==> src/pcc_pkg.sv <==
/*
 Package for the counter array control block: register offsets, field positions,
 reset values, divider ratios and the count source encoding.
 Assumes a byte addressed Avalon-MM slave with one 32-bit word per register.
*/
package pcc_pkg;
   // ****************************************************************
   // Register map
   // ****************************************************************
   localparam logic [7:0] PCC_CTRL_IDX = 8'hD8;
   localparam logic [7:0] PCC_MODE_IDX = 8'hD9;
   localparam logic [7:0] PCC_IRQ_STAT_IDX = 8'hE0;
   localparam logic [7:0] PCC_IRQ_CLR_IDX = 8'hE1;
   localparam logic [7:0] PCC_IRQ_EN_IDX = 8'hE2;
   localparam logic [7:0] PCC_COUNT_LO_IDX = 8'hE3;
   localparam logic [7:0] PCC_COUNT_HI_IDX = 8'hE4;
   localparam int PCC_ADDR_W = 10;
   // ****************************************************************
   // Field positions
   // ****************************************************************
   localparam int PCC_OVF_BIT = 7;
   localparam int PCC_RUN_BIT = 6;
   localparam int PCC_NMOD = 5;
   localparam int PCC_IDLE_BIT = 7;
   localparam int PCC_WDT_BIT = 6;
   localparam int PCC_SRC_HI_BIT = 2;
   localparam int PCC_SRC_LO_BIT = 1;
   localparam int PCC_OIE_BIT = 0;
   localparam logic [7:0] PCC_CTRL_IMPL = 8'hDF;
   localparam logic [7:0] PCC_MODE_IMPL = 8'hC7;
   localparam logic [7:0] PCC_RESET = 8'h00;
   // ****************************************************************
   // Sources and dividers
   // ****************************************************************
   typedef enum logic [1:0] {
      PCC_SRC_OSC12 = 2'b00,
      PCC_SRC_OSC4 = 2'b01,
      PCC_SRC_T0OVF = 2'b10,
      PCC_SRC_PIN = 2'b11
   } pcc_src_t;
   localparam int PCC_DIV_STD_SLOW = 12;
   localparam int PCC_DIV_DBL_SLOW = 6;
   localparam int PCC_DIV_STD_FAST = 4;
   localparam int PCC_DIV_DBL_FAST = 2;
   localparam int PCC_PIN_MIN_PERIOD = 8;
endpackage : pcc_pkg

==> src/pcc_divider.sv <==
/*
 Prescaler for the counter array: one cycle enable pulses at the selected rate.
 Assumes core_clk_i is the oscillator clock and the ratio is stable between uses.
*/
`timescale 1ns/100ps
`default_nettype none
module pcc_divider #(
   parameter int MAX_DIV = 12
) (
   input wire logic core_clk_i,
   input wire logic rst_b_i,
   input wire logic [3:0] ratio_i,
   output logic tick_o
);
   import pcc_pkg::*;
   logic [3:0] cnt_r;
   initial begin
      if (MAX_DIV < 2 || MAX_DIV > 15) $error("pcc_divider: MAX_DIV out of range");
   end
   // ****************************************************************
   // Modulo counter
   // ****************************************************************
   always_ff @(posedge core_clk_i or negedge rst_b_i) begin
      if (!rst_b_i) begin
         cnt_r <= 4'h0;
      end else if (cnt_r >= ratio_i - 4'h1) begin
         cnt_r <= 4'h0;
      end else begin
         cnt_r <= cnt_r + 4'h1;
      end
   end
   assign tick_o = (cnt_r >= ratio_i - 4'h1);
endmodule : pcc_divider
`default_nettype wire

==> src/pcc_ctrl.sv <==
/*
 Counter array control: mode and control/flag registers, count source mux,
 idle gating, run control, overflow and module flags, interrupt status/enable.
 Assumes an Avalon-MM master on core_clk_i; module events and timer 0 overflow
 are one-cycle pulses from the same clock; the count pin is asynchronous.
*/
// Added by the designer: the Avalon-MM interface to the registers.
// Notes on behaviour
// - Idle gate 0 keeps counting in idle; 1 stops counting while idle.
// - Watchdog enable bit turns module 4 watchdog function on or off.
// - Rollover sets overflow flag and status bit 0; interrupt when overflow enable or status enable bit 0 is set.
// - Software sets run bit to start counter; clearing it stops counter.
// - Overflow flag set by hardware or software; cleared only by software write.
// - Bits 0-4 are module flags, hardware sets, only software clears.
// - Reserved bits should be written zero; they read as zero here.
`timescale 1ns/100ps
`default_nettype none
module pcc_ctrl #(
   parameter int CNT_W = 16
) (
   input wire logic core_clk_i,
   input wire logic rst_b_i,
   input wire logic [pcc_pkg::PCC_ADDR_W-1:0] avs_address_i,
   input wire logic avs_read_i,
   input wire logic avs_write_i,
   input wire logic [31:0] avs_writedata_i,
   input wire logic [3:0] avs_byteenable_i,
   output logic [31:0] avs_readdata_o,
   output logic avs_waitrequest_o,
   input wire logic idle_mode_i,
   input wire logic double_speed_mode_i,
   input wire logic timer0_overflow_i,
   input wire logic external_count_pin_i,
   input wire logic [pcc_pkg::PCC_NMOD-1:0] module_event_i,
   output logic module4_watchdog_enable_o,
   output logic counter_tick_o,
   output logic [CNT_W-1:0] count_o,
   output logic irq_o
);
   import pcc_pkg::*;
   initial begin
      if (CNT_W < 2 || CNT_W > 16) $error("pcc_ctrl: CNT_W must be 2..16");
   end
   // ****************************************************************
   // Bus decode
   // ****************************************************************
   logic ack_r;
   logic [31:0] rdata_r;
   logic wr_ok;
   logic [7:0] idx;
   logic [7:0] wbyte;
   assign idx = avs_address_i[PCC_ADDR_W-1:2];
   assign wbyte = avs_writedata_i[7:0];
   // Write lands at the edge where waitrequest is seen low
   assign wr_ok = avs_write_i && ack_r && avs_byteenable_i[0];
   // One wait state per access, then a single acknowledge cycle
   assign avs_waitrequest_o = (avs_read_i || avs_write_i) && !ack_r;
   always_ff @(posedge core_clk_i or negedge rst_b_i) begin
      if (!rst_b_i) begin
         ack_r <= 1'b0;
      end else begin
         ack_r <= (avs_read_i || avs_write_i) && !ack_r;
      end
   end
   // ****************************************************************
   // Mode register
   // ****************************************************************
   logic [7:0] mode_r;
   always_ff @(posedge core_clk_i or negedge rst_b_i) begin
      if (!rst_b_i) begin
         mode_r <= PCC_RESET;
      end else if (wr_ok && idx == PCC_MODE_IDX) begin
         mode_r <= wbyte & PCC_MODE_IMPL;
      end
   end
   assign module4_watchdog_enable_o = mode_r[PCC_WDT_BIT];
   // ****************************************************************
   // Count source
   // ****************************************************************
   logic [3:0] slow_ratio;
   logic [3:0] fast_ratio;
   logic slow_tick;
   logic fast_tick;
   logic pin_s1_r;
   logic pin_s2_r;
   logic pin_d_r;
   logic pin_edge;
   logic src_event;
   pcc_src_t src_sel;
   assign src_sel = pcc_src_t'({mode_r[PCC_SRC_HI_BIT], mode_r[PCC_SRC_LO_BIT]});
   assign slow_ratio = double_speed_mode_i ? 4'(PCC_DIV_DBL_SLOW) : 4'(PCC_DIV_STD_SLOW);
   assign fast_ratio = double_speed_mode_i ? 4'(PCC_DIV_DBL_FAST) : 4'(PCC_DIV_STD_FAST);
   pcc_divider #(.MAX_DIV(PCC_DIV_STD_SLOW)) u_div_slow (
      .core_clk_i(core_clk_i),
      .rst_b_i(rst_b_i),
      .ratio_i(slow_ratio),
      .tick_o(slow_tick)
   );
   pcc_divider #(.MAX_DIV(PCC_DIV_STD_SLOW)) u_div_fast (
      .core_clk_i(core_clk_i),
      .rst_b_i(rst_b_i),
      .ratio_i(fast_ratio),
      .tick_o(fast_tick)
   );
   // Pin passes two flops; falling edge counts, pin must stay under osc/8
   always_ff @(posedge core_clk_i or negedge rst_b_i) begin
      if (!rst_b_i) begin
         pin_s1_r <= 1'b1;
         pin_s2_r <= 1'b1;
         pin_d_r <= 1'b1;
      end else begin
         pin_s1_r <= external_count_pin_i;
         pin_s2_r <= pin_s1_r;
         pin_d_r <= pin_s2_r;
      end
   end
   assign pin_edge = pin_d_r && !pin_s2_r;
   always_comb begin
      unique case (src_sel)
         PCC_SRC_OSC12: src_event = slow_tick;
         PCC_SRC_OSC4: src_event = fast_tick;
         PCC_SRC_T0OVF: src_event = timer0_overflow_i;
         PCC_SRC_PIN: src_event = pin_edge;
      endcase
   end
   // ****************************************************************
   // Control/flag register and counter
   // ****************************************************************
   logic run_r;
   logic ovf_r;
   logic [PCC_NMOD-1:0] mflag_r;
   logic [CNT_W-1:0] count_r;
   logic gated;
   logic advance;
   logic rollover;
   logic ctrl_wr;
   assign ctrl_wr = wr_ok && idx == PCC_CTRL_IDX;
   assign gated = idle_mode_i && mode_r[PCC_IDLE_BIT];
   assign advance = run_r && !gated && src_event;
   assign rollover = advance && (&count_r);
   assign counter_tick_o = advance;
   assign count_o = count_r;
   always_ff @(posedge core_clk_i or negedge rst_b_i) begin
      if (!rst_b_i) begin
         count_r <= '0;
      end else if (advance) begin
         count_r <= count_r + 1'b1;
      end
   end
   always_ff @(posedge core_clk_i or negedge rst_b_i) begin
      if (!rst_b_i) begin
         run_r <= 1'b0;
      end else if (ctrl_wr) begin
         run_r <= wbyte[PCC_RUN_BIT];
      end
   end
   // Set wins over a clearing write in the same cycle
   always_ff @(posedge core_clk_i or negedge rst_b_i) begin
      if (!rst_b_i) begin
         ovf_r <= 1'b0;
      end else if (rollover) begin
         ovf_r <= 1'b1;
      end else if (ctrl_wr) begin
         ovf_r <= wbyte[PCC_OVF_BIT];
      end
   end
   genvar gi;
   generate
      for (gi = 0; gi < PCC_NMOD; gi++) begin : g_mflag
         always_ff @(posedge core_clk_i or negedge rst_b_i) begin
            if (!rst_b_i) begin
               mflag_r[gi] <= 1'b0;
            end else if (module_event_i[gi]) begin
               mflag_r[gi] <= 1'b1;
            end else if (ctrl_wr && !wbyte[gi]) begin
               mflag_r[gi] <= 1'b0;
            end
         end
      end
   endgenerate
   // ****************************************************************
   // Interrupt status, clear and enable
   // ****************************************************************
   // Status bit 0 rollover, bits 1-5 module events
   logic [PCC_NMOD:0] ist_r;
   logic [PCC_NMOD:0] ien_r;
   logic [PCC_NMOD:0] ev;
   logic [PCC_NMOD:0] clr;
   assign ev = {module_event_i, rollover};
   assign clr = (wr_ok && idx == PCC_IRQ_CLR_IDX) ? wbyte[PCC_NMOD:0] : '0;
   always_ff @(posedge core_clk_i or negedge rst_b_i) begin
      if (!rst_b_i) begin
         ist_r <= '0;
      end else begin
         ist_r <= ev | (ist_r & ~clr);
      end
   end
   always_ff @(posedge core_clk_i or negedge rst_b_i) begin
      if (!rst_b_i) begin
         ien_r <= '0;
      end else if (wr_ok && idx == PCC_IRQ_EN_IDX) begin
         ien_r <= wbyte[PCC_NMOD:0];
      end
   end
   // Overflow flag reaches the line only with the mode register enable
   logic ovf_irq;
   assign ovf_irq = ovf_r && mode_r[PCC_OIE_BIT];
   always_ff @(posedge core_clk_i or negedge rst_b_i) begin
      if (!rst_b_i) begin
         irq_o <= 1'b0;
      end else begin
         irq_o <= ovf_irq || |(ist_r & ien_r);
      end
   end
   // ****************************************************************
   // Read data
   // ****************************************************************
   logic [7:0] ctrl_rd;
   logic [15:0] cnt_ext;
   assign ctrl_rd = {ovf_r, run_r, 1'b0, mflag_r};
   assign cnt_ext = 16'(count_r);
   always_ff @(posedge core_clk_i or negedge rst_b_i) begin
      if (!rst_b_i) begin
         rdata_r <= 32'h0000_0000;
      end else if (avs_read_i && !ack_r) begin
         unique case (idx)
            PCC_CTRL_IDX: rdata_r <= {24'h00_0000, ctrl_rd};
            PCC_MODE_IDX: rdata_r <= {24'h00_0000, mode_r};
            PCC_IRQ_STAT_IDX: rdata_r <= {26'h0, ist_r};
            PCC_IRQ_EN_IDX: rdata_r <= {26'h0, ien_r};
            PCC_COUNT_LO_IDX: rdata_r <= {24'h00_0000, cnt_ext[7:0]};
            PCC_COUNT_HI_IDX: rdata_r <= {24'h00_0000, cnt_ext[15:8]};
            default: rdata_r <= 32'h0000_0000;
         endcase
      end
   end
   assign avs_readdata_o = rdata_r;
endmodule : pcc_ctrl
`default_nettype wire

==> config.mk <==
export PLATFORM = sky130hd
export DESIGN_NAME = pcc_ctrl
export DESIGN_NICKNAME = d
export VERILOG_FILES = /design/src/pcc_pkg.sv /design/src/pcc_divider.sv /design/src/pcc_ctrl.sv
export SDC_FILE = /design/constraint.sdc
export NUM_CORES = 1
export LEC_CHECK = 0
export BUFFER_PORTS_ARGS = -buffer_cell sky130_fd_sc_hd__buf_2
export CAP_MARGIN = 15
export CELL_PAD_IN_SITES_DETAIL_PLACEMENT = 1
export CELL_PAD_IN_SITES_GLOBAL_PLACEMENT = 2
export CORE_ASPECT_RATIO = 1.5
export CORE_UTILIZATION = 34
export CTS_CLUSTER_DIAMETER = 120
export CTS_CLUSTER_SIZE = 8
export DETAILED_ROUTE_END_ITERATION = 8
export PLACE_DENSITY = 0.83
export SYNTH_ARGS = -nofsm -noshare
export SYNTH_HDL_FRONTEND = slang
export SYNTH_HIERARCHICAL = 1
export SYNTH_SLANG_ARGS = --single-unit
==> constraint.sdc <==
create_clock -name core_clk_i -period 3.9 [get_ports core_clk_i]
set_input_delay 0.39 -clock core_clk_i [delete_from_list [all_inputs] [get_ports core_clk_i]]
set_output_delay 0.39 -clock core_clk_i [all_outputs]
set_load 0.02 [all_outputs]
== Yosys cells after proc, flatten, opt, wreduce, memory -nomap -nowiden ==
Index checks and enable logic that the tools add are counted.

* $add $sub $neg: 5
* Multipliers: 0
* Divide/modulo/power cells: 0
* $lt $le $gt $ge: 2
* Eq/ne operators: 10
* Shift-type cells: 0
* Muxes and demuxes: 19
* Bitwise logic cells: 4
* Reduce and logical (&&, ||, !) cells: 38

{| class="wikitable"
|+ Operators by type and width
! cell !! number
|-
| $eq A8 B8 Y1 const B || 7
|-
| $pmux W8 S6 || 1
|-
| $logic_and A1 B1 Y1 || 19
|-
| $add A16 B1 Y16 const B || 1
|-
| $reduce_and A16 Y1 || 1
|-
| $and A6 B6 Y6 || 2
|-
| $mux W1 || 12
|-
| $mux W4 || 3
|-
| $reduce_bool A2 Y1 || 6
|-
| $add A4 B1 Y4 const B || 2
|-
| $ge A4 B4 Y1 || 2
|-
| $logic_not A1 Y1 || 8
|-
| $mux W6 || 1
|-
| $not A6 Y6 || 1
|-
| $or A6 B6 Y6 || 1
|-
| $reduce_or A6 Y1 || 1
|-
| $eq A2 B2 Y1 const B || 2
|-
| $pmux W1 S4 || 1
|-
| $sub A3 B1 Y4 const B || 1
|-
| $sub A4 B1 Y4 const B || 1
|-
| $mux W3 || 1
|-
| $eq A2 B1 Y1 const B || 1
|-
| $logic_not A2 Y1 || 1
|-
| $logic_or A1 B1 Y1 || 2
|}

* Bits in registers: 85
* Latch bits: 0
* Bits in writable memories: 0
* ROM bits: 0
* Input port bits: 59
* Output and inout port bits: 52
* Word-level logic and storage cells: 97
* Memories kept: 0

== Logic depth before layout (Yosys ltp) ==
* Word-level depth: 7
* Gate-level depth with buffers: 12
* Depth with buffers taken out: 11

== Cells and area by module ==
The synthesis kept the hierarchy.

{| class="wikitable"
|+ Modules (own cells, without submodules)
! module !! times used !! cells each !! area an instance (um^2) !! seq. area each (um^2)
|-
| pcc_ctrl || 1 || 260 || 2835.2 || 1330.0
|-
| pcc_divider || 2 || 30 || 315.3 || 100.1
|}

== Worst setup path after synthesis ==
OpenSTA, ideal clock, no wires.

* Kind: input to output
* Start: input double_speed_mode_i
* End: output counter_tick_o
* Arrival: 2.225 ns
* Required time: 3.510 ns
* Setup slack: 1.285 ns
* Cell stages on the path: 11
* Buffers on the path: 0
* Cells stage by stage: inv_1 nor3_1 xnor2_1 ha_1 a21oi_2 nand2_2 or2_1 mux2_2 o211a_1 nand2_1 inv_1

* Word-level cells in the longest chain between the ends: 5

{| class="wikitable"
|+ RTL lines
! what !! RTL line !! RTL
|-
| from (decl) || pcc_ctrl.sv:31 || <nowiki>input wire logic double_speed_mode_i,</nowiki>
|-
| $mux W3 || pcc_ctrl.sv:92 || <nowiki>assign fast_ratio = double_speed_mode_i ? 4'(PCC_DIV_DBL_FAST) : 4'(PCC_DIV_STD_FAST);</nowiki>
|-
| $sub A3 B1 Y4 || pcc_divider.sv:32 || <nowiki>assign tick_o = (cnt_r >= ratio_i - 4'h1);</nowiki>
|-
| $ge A4 B4 Y1 || pcc_divider.sv:32 ||
|-
| net fast_tick || pcc_ctrl.sv:83 || <nowiki>logic fast_tick;</nowiki>
|-
| $pmux W1 S4 || pcc_ctrl.sv:119 || <nowiki>unique case (src_sel)</nowiki>
|-
| $logic_and A1 B1 Y1 || pcc_ctrl.sv:139 || <nowiki>assign advance = run_r && !gated && src_event;</nowiki>
|-
| to (decl) || pcc_ctrl.sv:36 || <nowiki>output logic counter_tick_o,</nowiki>
|}

The timed path passes the listed nets, and every way through them passes these cells.

== Worst setup path after layout ==
* Start: input double_speed_mode_i
* End: output counter_tick_o

* Word-level cells in the longest chain between the ends: 5

{| class="wikitable"
|+ RTL lines
! what !! RTL line !! RTL
|-
| $mux W3 || pcc_ctrl.sv:92 ||
|-
| net fast_ratio[2] || pcc_ctrl.sv:81 || <nowiki>logic [3:0] fast_ratio;</nowiki>
|-
| $sub A3 B1 Y4 || pcc_divider.sv:32 ||
|-
| $ge A4 B4 Y1 || pcc_divider.sv:32 ||
|-
| net fast_tick || pcc_ctrl.sv:83 ||
|-
| $pmux W1 S4 || pcc_ctrl.sv:119 ||
|-
| $logic_and A1 B1 Y1 || pcc_ctrl.sv:139 ||
|}

The timed path passes the listed nets, and every way through them passes these cells.

==> metrics.md <==
| Metric | Value |
|---|---|
| Internal cell power | 1.421 mW |
| RSZ-0062 raised after global routing | no |
| Chip height | 125.7 um |
| Gate power share | 0.214 |
| Critical Path End | counter_tick_o |
| Syn Area/Cell | 10.83 um^2 |
| Dpl cell area | 3794 um^2 |
| Clk slew on worst S/H paths | 50 ps |
| Crit path from | double_speed_mode_i |
| Lkg Pwr | 1.927 nW |
| DP Worst Slack | 599.3 ps |
| CP Data Required Time | 3510 ps |
| Initial Util | 0.3537 |
| Placed insts | 491 |
| Mapped Area | 3466 um^2 |
| Final Slew Violations | 0 |
| Register area share after synthesis | 0.4415 |
| Die area | 10610 um^2 |
| Hold WC Path Type | in2reg |
| Tcrit/Tclk final | 0.8441 |
| CTS Sinks | 61 |
| Post-CTS Hold Fix Bufs | 0 |
| Synth Register Bits | 61 |
| Switch Pwr | 0.5907 mW |
| Max_slew headroom | 0.4180 |
| Final HPWL DP | 7.007 mm |
| WL final | 9.130 mm |
| Fin area | 4106 um^2 |
| Commonest non-fill, non-tap cell in the layout | dfrtp_1 |
| Setup violations, final | 0 |
| Worst-margin pin slew | 873.0 ps |
| Largest net degree at the start of global routing | 40 |
| Final setup TNS | 0 ps |
| R2R setup slack | 1250 ps |
| TritonCTS Buffers | 9 |
| Die X | 84.44 um |
| FF-to-FF Start | u_div_fast/cnt_r[3] |
| Clock Path Buffers | 2 |
| Area delta synth->final | 18.48% |
| Failing checks | DRC |
| CTS H-tree lvls | 3 |
| Total gr overflow | 0 |
| Final ANT Viol Nets | 0 |
| Post-synthesis async set-or-reset flop share | 1.000 |
| CTS tree | done |
| Non-filler cells, final | 507 |
| DR iter-0 viols | 112 |
| Post-CTS Setup Repair Bufs | 0 |
| DRC viols | 8 |
| RD Place Congestion | 0.7778 |
| Port bufs | 57 |
| Share of post-route cells with drive strength above 1 | 0.2832 |
| CORE AREA | 9799 um^2 |
| Final #Nets | 459 |
| Total of max-cap violations | 0 |
| Seq pwr share | 0.375 |
| Row Count | 44 |
| Sw Share | 0.2937 |
| Antenna cells | 0 |
| CTS root buf | clkbuf_16 |
| Initial antenna violation count | 0 |
| Synthesis Warnings | 6 |
| Cell variety after synth | 53 |
| Primary FF master, synth | dfrtp_1 |
| Clk_skew | 5.250 ps |
| Gr usage total | 0.1884 |
| Endpoint class of the critical path | output pin |
| Global-route wire length before repair | 15.10 mm |
| Hold Vio Cnt, Final | 0 |
| CP arrival | 2900 ps |
| Max Clock Freq | 303.8 MHz |
| Worst-Skew Late Latency | 330 ps |
| Crit path time final | 3292 ps |
| PwrDens | 489.8 nW/um^2 |
| CP startpoint kind | input pin |
| Critical Path Fanout Max | 15 |
| Cts repair resizes | 0 |
| Clock power share | 0.412 |
| Post-synth EDFFs | 0 |
| Final setup margin | 608.0 ps |
| Status | complete, but fails checks |
| Worst Reg2Reg Path Length in Cells | 8 |
| Avg WL per Cell | 18.01 um |
| Via count | 2642 |
| Reg-to-Reg End | count_o[1] |
| Worst Path Class, Setup | in2out |
| Peak VDD IR | 0.0002016 V |
| 1st-pass router iterations | 8 |
| Commonest cells after routing, fill and taps aside | dfrtp_1 (58), buf_2 (57), conb_1 (31) |
| Vias in the first global route | 2883 |
| Via density | 5.211 |
| Syn Inst Count | 320 |
| I/O pin count | 111 |
==> cells in the mapped netlist (all sizes together) (4+ instances only) <==
cell type,n,share of area
a21o,5,0.011
a21oi,4,0.014
a22oi,6,0.013
a31oi,9,0.016
and3,7,0.013
buf,28,0.060
dfrtp,58,0.42
ha,13,0.047
inv,12,0.013
mux2,19,0.063
mux2i,4,0.012
nand2,19,0.022
nand2b,8,0.014
nand3,21,0.033
nand4,7,0.013
nor2,12,0.013
nor3,11,0.016
nor3b,4,0.013
nor4,4,0.020
o21ai,7,0.010
xnor2,21,0.053
==> logic make-up (layout without fill, tap and decap cells) <==
kind of cell               count (synthesis)  in the layout  share of synthesized area
buffers and inverters                     43             86                    0.07581
xor gates and xnor gates                  23             23                    0.05812
adders and majority gates                 13             13                    0.04693
muxes                                     23             23                    0.07437
AOI/OAI and AO/OA                         48             48                     0.1069
and+or+nand+nor                          107            107                     0.1942
other                                      2             31                   0.002167
DFF                                       61             61                     0.4415
==> area by class of cell <==
cell class	instances	area, um^2
Timing Repair Buffer	58	292.8
Clock inverter	3	42.54
Sequential cell	61	1530
Fill cell	1160	5693
Inverter	12	45.04
Tap cell	115	143.9
Clock buffer	13	270.3
Multi-Input combinational cell	245	1782
==> how the worst min path moves through the flow <==
stage,from,to,slack [ps],cells past startpoint
after global placement,pin_s1_r,pin_s2_r,350,0
after CTS,external_count_pin_i,pin_s1_r,150,1
after detailed placement,pin_s1_r,pin_s2_r,360,0
after global routing,external_count_pin_i,pin_s1_r,150,1
after floorplan,rst_b_i,ack_r,90,0
final,external_count_pin_i,pin_s1_r,160,1
==> critical path: stages <==
cell     delay (ps)
buf_2           120
inv_1            90
nor3_1          240
xnor2_1         110
ha_1            340
a21oi_2         160
nand2_2         100
or2_1           230
mux2_2          280
o211a_1         410
nand2_1         220
inv_1            50
buf_2           150
==> sequential cells by signal (all words and copies together) (netlist names), 4 cells and up <==
signal            flops
mode_r                5
count_o              16
avs_readdata_o        8
ctrl_rd               5
ien_r                 6
ist_r                 6
u_div_fast/cnt_r      4
u_div_slow/cnt_r      4
==> per-stage QoR <==
step	util	hold slack (ps)	power [mW]
final	0.4191	159.8	2.011
after global routing	0.4191	153.5	2.109
after CTS	0.4191	149.6	2.035
after detailed placement	0.3871	357.6	1.196
after global placement	0.3871	347.6	1.166
after floorplan	-	94.41	1.084
==> power by group through the flow <==
stage	Sequential (mW)	Combinational, mW	Clock, mW
6_report	0.754	0.429	0.828
5_1_grt	0.764	0.483	0.861
4_1_cts	0.755	0.440	0.840
3_5_place_dp	0.764	0.432	0
3_3_place_gp	0.760	0.406	0
2_1_floorplan	0.770	0.315	0
==> routing by layer <==
| metal | global-route usage | share of wire | wire length, um | vias to the layer above |
|---|---|---|---|---|
| li1 | - | - | - | 1238 |
| met1 | 0.1991 | 0.38 | 3469 | 1336 |
| met2 | 0.3679 | 0.57 | 5173 | 56 |
| met3 | 0.03080 | 0.037 | 336 | 12 |
| met4 | 0.07079 | 0.016 | 150 | 0 |
| met5 | 0 | 0 | 0 | - |
No activity file was read; power rests on OpenSTA's default activity.
